--- config.mk ---
export PLATFORM = sky130hd
export DESIGN_NAME = ocf_filter
export DESIGN_NICKNAME = d
export VERILOG_FILES = /design/src/logic/ocf_pkg.sv /design/src/logic/ocf_filter.sv
export SDC_FILE = /design/constraint.sdc
export NUM_CORES = 1
export LEC_CHECK = 0
export ABC_AREA = 0
export BUFFER_PORTS_ARGS = -buffer_cell sky130_fd_sc_hd__buf_2
export CAP_MARGIN = 30
export CORE_MARGIN = 4
export CORE_UTILIZATION = 44
export DETAILED_ROUTE_END_ITERATION = 7
export HOLD_SLACK_MARGIN = 0.08
export MAX_ROUTING_LAYER = met4
export PLACE_DENSITY = 0.81
export SETUP_SLACK_MARGIN = 0.05
export SYNTH_ARGS = -nofsm -noshare
export SYNTH_HDL_FRONTEND = slang
export SYNTH_SLANG_ARGS = --single-unit
--- constraint.sdc ---
create_clock -name ref_clk_i -period 2.2 [get_ports ref_clk_i]
set_clock_uncertainty 0.15 [all_clocks]
set_input_delay 0.11 -clock ref_clk_i [delete_from_list [all_inputs] [get_ports ref_clk_i]]
set_output_delay 0.11 -clock ref_clk_i [all_outputs]
set_load 0.01 [all_outputs]
--- src/logic/ocf_pkg.sv ---
// Package: constants for the off-core response event filter
package ocf_pkg;

  // ----------------------------------------------------------------
  // Register addresses and widths
  // ----------------------------------------------------------------
  localparam int unsigned ADDR_W = 12;
  localparam int unsigned CFG_W = 38;
  localparam logic [ADDR_W-1:0] ADDR_CFG_A = 12'h1a6;
  localparam logic [ADDR_W-1:0] ADDR_CFG_B = 12'h1a7;

  // ----------------------------------------------------------------
  // Event select encodings
  // ----------------------------------------------------------------
  localparam logic [7:0] EVT_CODE_A = 8'hb7;
  localparam logic [7:0] EVT_CODE_B = 8'hbb;
  localparam logic [7:0] EVT_UMASK = 8'h01;
  localparam int unsigned NUM_CNT = 4;

  // ----------------------------------------------------------------
  // Field positions
  // ----------------------------------------------------------------
  localparam int unsigned REQ_LSB = 0;
  localparam int unsigned REQ_MSB = 15;
  localparam int unsigned SUP_LSB = 16;
  localparam int unsigned SUP_MSB = 30;
  localparam int unsigned SNP_LSB = 31;
  localparam int unsigned SNP_MSB = 37;
  localparam int unsigned ANY_BIT = 16;
  localparam int unsigned REQ_W = REQ_MSB - REQ_LSB + 1;
  localparam int unsigned SUP_W = SUP_MSB - SUP_LSB + 1;
  localparam int unsigned SNP_W = SNP_MSB - SNP_LSB + 1;

  // ----------------------------------------------------------------
  // Implemented bits; apart from the any bit (16), the rest are reserved and read zero
  // ----------------------------------------------------------------
  // Request: bits 0..11 and 15
  localparam logic [15:0] REQ_DEF_MASK = 16'h8fff;
  // Supplier without the any bit: bits 17..22 (field bits 1..6)
  localparam logic [14:0] SUP_DEF_MASK = 15'h007e;
  localparam logic [6:0] SNP_DEF_MASK = 7'h7f;
  localparam logic [37:0] CFG_RESET = 38'h00_0000_0000;

endpackage : ocf_pkg

--- src/logic/ocf_filter.sv ---
// Off-core response event filter with its two configuration registers
`timescale 1ns/1ns
module ocf_filter #(
  parameter int unsigned NUM_CNT = ocf_pkg::NUM_CNT
) (
  // Clock and reset
  input wire logic ref_clk_i,
  input wire logic rst_i,
  // Configuration register port
  input wire logic cfg_wr_i,
  input wire logic [ocf_pkg::ADDR_W-1:0] cfg_addr_i,
  input wire logic [ocf_pkg::CFG_W-1:0] cfg_wdata_i,
  output logic [ocf_pkg::CFG_W-1:0] cfg_rdata_o,
  output logic cfg_hit_o,
  // Event select of each general counter
  input wire logic [NUM_CNT*8-1:0] evt_code_i,
  input wire logic [NUM_CNT*8-1:0] evt_umask_i,
  input wire logic [NUM_CNT-1:0] evt_en_i,
  // Completed off-core transaction report
  input wire logic txn_done_i,
  input wire logic [ocf_pkg::REQ_W-1:0] txn_req_i,
  input wire logic [ocf_pkg::SUP_W-1:0] txn_sup_i,
  input wire logic [ocf_pkg::SNP_W-1:0] txn_snp_i,
  // Counter increments and filter state
  output logic [NUM_CNT-1:0] general_counter_inc_o,
  output logic [1:0] filter_valid_o
);

  // ----------------------------------------------------------------
  // Helpers
  // ----------------------------------------------------------------
  function automatic logic [ocf_pkg::CFG_W-1:0] keep_defined(
    input logic [ocf_pkg::CFG_W-1:0] v
  );
    keep_defined = {v[ocf_pkg::SNP_MSB:ocf_pkg::SNP_LSB]
                      & ocf_pkg::SNP_DEF_MASK,
                    v[ocf_pkg::SUP_MSB:ocf_pkg::SUP_LSB]
                      & (ocf_pkg::SUP_DEF_MASK | 15'h0001),
                    v[ocf_pkg::REQ_MSB:ocf_pkg::REQ_LSB]
                      & ocf_pkg::REQ_DEF_MASK};
  endfunction : keep_defined

  function automatic logic filter_ok(
    input logic [ocf_pkg::CFG_W-1:0] c
  );
    logic req_ok;
    logic rsp_ok;
    req_ok = |c[ocf_pkg::REQ_MSB:ocf_pkg::REQ_LSB];
    rsp_ok = c[ocf_pkg::ANY_BIT]
           | ((|c[ocf_pkg::SUP_MSB:ocf_pkg::SUP_LSB+1])
              & (|c[ocf_pkg::SNP_MSB:ocf_pkg::SNP_LSB]));
    filter_ok = req_ok & rsp_ok;
  endfunction : filter_ok

  // Request classes are one bit each, so overlap of sets is the match
  function automatic logic txn_match(
    input logic [ocf_pkg::CFG_W-1:0] c,
    input logic [ocf_pkg::REQ_W-1:0] rq,
    input logic [ocf_pkg::SUP_W-1:0] sp,
    input logic [ocf_pkg::SNP_W-1:0] sn
  );
    logic req_hit;
    logic rsp_hit;
    req_hit = |(c[ocf_pkg::REQ_MSB:ocf_pkg::REQ_LSB] & rq);
    rsp_hit = c[ocf_pkg::ANY_BIT]
            | ((|(c[ocf_pkg::SUP_MSB:ocf_pkg::SUP_LSB]
                  & sp & ocf_pkg::SUP_DEF_MASK))
               & (|(c[ocf_pkg::SNP_MSB:ocf_pkg::SNP_LSB] & sn)));
    txn_match = filter_ok(c) & req_hit & rsp_hit;
  endfunction : txn_match

  // ----------------------------------------------------------------
  // Configuration registers
  // ----------------------------------------------------------------
  logic [ocf_pkg::CFG_W-1:0] offcore_filter_config_a_r;
  logic [ocf_pkg::CFG_W-1:0] offcore_filter_config_b_r;

  // Reserved bits never stored, so they read zero and cannot match
  always_ff @(posedge ref_clk_i or posedge rst_i)
  begin
    if (rst_i)
    begin
      offcore_filter_config_a_r <= ocf_pkg::CFG_RESET;
      offcore_filter_config_b_r <= ocf_pkg::CFG_RESET;
    end
    else if (cfg_wr_i)
    begin
      if (cfg_addr_i == ocf_pkg::ADDR_CFG_A)
      begin
        offcore_filter_config_a_r <= keep_defined(cfg_wdata_i);
      end
      if (cfg_addr_i == ocf_pkg::ADDR_CFG_B)
      begin
        offcore_filter_config_b_r <= keep_defined(cfg_wdata_i);
      end
    end
  end

  always_comb
  begin
    cfg_hit_o = 1'b1;
    case (cfg_addr_i)
      ocf_pkg::ADDR_CFG_A: cfg_rdata_o = offcore_filter_config_a_r;
      ocf_pkg::ADDR_CFG_B: cfg_rdata_o = offcore_filter_config_b_r;
      default:
      begin
        cfg_rdata_o = ocf_pkg::CFG_RESET;
        cfg_hit_o = 1'b0;
      end
    endcase
  end

  // ----------------------------------------------------------------
  // Qualification
  // ----------------------------------------------------------------
  logic match_a;
  logic match_b;

  // classes arrive as these bit positions
  always_comb
  begin
    match_a = txn_done_i & txn_match(offcore_filter_config_a_r,
      txn_req_i, txn_sup_i, txn_snp_i);
    match_b = txn_done_i & txn_match(offcore_filter_config_b_r,
      txn_req_i, txn_sup_i, txn_snp_i);
  end

  // ----------------------------------------------------------------
  // Counter routing, registered for timing
  // ----------------------------------------------------------------
  always_ff @(posedge ref_clk_i or posedge rst_i)
  begin
    if (rst_i)
    begin
      general_counter_inc_o <= '0;
    end
    else
    begin
      for (int i = 0; i < NUM_CNT; i++)
      begin
        general_counter_inc_o[i] <= evt_en_i[i]
          & (evt_umask_i[i*8 +: 8] == ocf_pkg::EVT_UMASK)
          & (((evt_code_i[i*8 +: 8] == ocf_pkg::EVT_CODE_A) & match_a)
           | ((evt_code_i[i*8 +: 8] == ocf_pkg::EVT_CODE_B) & match_b)
            );
      end
    end
  end

  always_ff @(posedge ref_clk_i or posedge rst_i)
  begin
    if (rst_i)
    begin
      filter_valid_o <= 2'b00;
    end
    else
    begin
      filter_valid_o <= {filter_ok(offcore_filter_config_b_r),
                         filter_ok(offcore_filter_config_a_r)};
    end
  end

endmodule : ocf_filter

==> flow_summary.ini <==
[sta]
max-slew-margin-rel = 0.4897
fmaxAchievable_ghz = 0.4894
period_needed_ns = 2.043
rsz0062_at_grt = false
worst-slew-pin-transition_ns = 0.7655
setup_violations = 0
fin_tns_setup_ns = 0
drv_slew = 0
fin_crit_sh = 0.9288
final-hold-violation-count = 0
whs_ns = 0.1146

[yosys]
synth_area_per_cell_sq_um = 11.61
synth.most_common_cell = dfrtp_1
synth_top_area_frac = 0.4356
yosys.area.top_type = dfrtp_1
synth_edf_count = 0
yosys_warnings = 0
ys_ff_latch = 60
netlist_instances = 297
synth_ff_type = dfrtp_1
yosysSeqAreaShare = 0.4356
async_flop_share = 1.000
synth_commonest_cells = 60 x dfrtp_1, 34 x mux2_2, 32 x nor2_1
synthDistinctLibCells = 29
synth_area_leaders = dfrtp_1 44%, mux2_2 11%, mux2_4 8.7%, mux2i_1 7.8%, a22oi_1 4.8%
synthesis.area_sq_mm = 0.003447

[pwr]
leakagePower_nw = 2.779
p_int_mw = 2.113
p_per_area_mw_per_mm2 = 502.4
peakVddDrop_v = 0.0003232
clkPwrFrac = 0.464
p_comb_frac = 0.121
swShare = 0.2115
p_sw_uw = 566.8
seqPwrFrac = 0.415

[detailed_routing]
firstDrtPassIters = 5
via_count = 3529
wl_per_cell_um = 17.78
wl_mm = 11.57
ant_nets = 0
drt_iter0_drc = 185
drc = 0
via_per_inst = 5.421

[critical_path]
crit_type = in2reg
regToRegStartpoint = offcore_filter_config_a_r[22]$_DFFE_PP0P_
critPathLaunchType = input pin
ff2ff_path_depth = 5
rrSetupSlack_ns = 0.38
cp_max_fo = 1
r2r_end = general_counter_inc_o[2]$_DFF_PP0_
arrival_ns = 2.11
cp-end-kind = register
cp_data_required_time_ns = 2.27

[clock_tree]
cts_max_path_buffers = 2
clock_tree.root_cell = clkbuf_8
clk_latency_ns = 0.34
clk_pin_slew_ns = 0.07
cts_tree = yes
h-tree-depth = 3
cts_buffers = 9
cts_sinks = 60

[global_route]
antenna_found_initial = 0
grt_usage = 0.2595
grt_pass1_vias = 3662
overflow = 0
grt_pass1_wl_mm = 17.82
grt_max_degree = 61

[final_layout]
final_util = 0.6938
num_antenna_cells = 0
drive_gt1_frac = 0.4590
nets = 704
synthToLayoutAreaGrowth_pct = 54.74
final_cell_count_no_fill = 651
design_area_sq_mm = 0.005334

[outcome]
status = finished clean

[floorplan]
fp.dieH_um = 96.51
die_area_sq_mm = 0.009314
rows = 32
die_w_um = 96.51
ioPinCount = 205
start_util = 0.4484
coreArea_sq_mm = 0.007687

[hold_path]
whs_path_depth = 4
min-delay-start = txn_done_i
hold_path_class = in2reg
min_to = general_counter_inc_o[3]$_DFF_PP0_

[place]
numPortBuffers = 170
dp.cells = 564
place_area_sq_mm = 0.004364
dp.final_hpwl_mm = 7.943
gp_congestion = 0.8927

[run]
max_cap_viol_count = 0
==> critical path: stages <==
cell and delay [ns]:
dlygate4sd3_1 0.55, buf_2 0.13, nor4b_1 0.32, dlygate4sd3_1 0.60, nand2_1 0.06, a2111oi_2 0.33
==> stage by stage <==
stage / power [mW] / setup WS, ns
5_1_grt: 2.769 / 0.06665
2_1_floorplan: 1.221 / 0.2471
6_report: 2.680 / 0.1567
3_5_place_dp: 1.360 / 0.06800
4_1_cts: 2.689 / 0.2142
3_3_place_gp: 1.354 / 0.07489
==> cells in the final DEF, fill, tap and decap left out, drive strengths merged <==
master,Yosys,final
a2111oi,4,4
a21o,2,2
a222oi,4,4
a22oi,22,22
and4b,1,1
buf,19,177
bufinv,0,3
clkbuf,3,12
clkinv,1,2
conb,1,11
dfrtp,60,60
dlygate4sd3,0,71
inv,1,1
mux2,54,54
mux2i,27,27
nand2,4,4
nand3,9,9
nand3b,4,4
nand4,15,15
nor2,32,32
nor2b,8,8
nor3,4,4
nor3b,1,1
nor4,12,12
nor4b,4,4
o21a,4,4
or4,1,1
==> what timing repair did <==
item,in CTS,in global routing
setup endpoints to repair,0,3
hold buffers,71,0
buffers inserted,0,0
gates resized for setup,0,4
hold endpoints to repair,118,0
==> how the worst max path moves through the flow <==
stage                         start  slack [ns]  cells past startpoint                                         to
global placement      cfg_addr_i[4]        0.07                      7  offcore_filter_config_a_r[35]$_DFFE_PP0P_
global route        evt_umask_i[26]        0.07                      6         general_counter_inc_o[3]$_DFF_PP0_
detailed placement    cfg_addr_i[4]        0.07                      7  offcore_filter_config_a_r[34]$_DFFE_PP0P_
floorplan             cfg_addr_i[4]        0.25                      7   offcore_filter_config_a_r[0]$_DFFE_PP0P_
finish              evt_umask_i[19]        0.16                      6         general_counter_inc_o[2]$_DFF_PP0_
CTS                 evt_umask_i[19]        0.21                      6         general_counter_inc_o[2]$_DFF_PP0_
==> cell families (layout without fill, tap and decap cells) <==
family / count (synthesis) / after routing / share of synthesized area
buffers and inverters: 24 / 266 / 0.05154
multiplexers: 81 / 81 / 0.2766
AO/OA/AOI/OAI: 36 / 36 / 0.08276
flip-flops: 60 / 60 / 0.4356
AND/OR/NAND/NOR: 95 / 95 / 0.1525
other: 1 / 11 / 0.001088
==> registers in the layout, summed over array words and instances (netlist names) <==
signal,flops
general_counter_inc_o,4
offcore_filter_config_b_r,27
filter_valid_o,2
offcore_filter_config_a_r,27
==> layout make-up <==
type,count,area [sq um]
clock buffer,12,155.1
clock inverter,4,95.09
fill,579,2354
inverter,2,8.758
multi-input combinational,223,1819
sequential,60,1501
tap,102,127.6
timing repair buffer,248,1627
==> metal layers <==
| metal | GRT usage | wire (um) | share of wire | up-vias |
|---|---|---|---|---|
| li1 | - | - | - | 1605 |
| met1 | 0.3116 | 4681 | 0.40 | 1703 |
| met2 | 0.4322 | 5751 | 0.50 | 203 |
| met3 | 0.04802 | 930 | 0.080 | 18 |
| met4 | 0.1040 | 209 | 0.018 | 0 |
| met5 | - | 0 | 0 | - |
==> power groups by stage <==
stage | Combinational (mW) | Sequential (mW) | Clock (mW)
6_report | 0.324 | 1.11 | 1.24
5_1_grt | 0.353 | 1.11 | 1.30
4_1_cts | 0.314 | 1.11 | 1.26
3_5_place_dp | 0.227 | 1.13 | 0
3_3_place_gp | 0.221 | 1.13 | 0
2_1_floorplan | 0.0898 | 1.13 | 0
No activity file was read; power rests on OpenSTA's default activity.
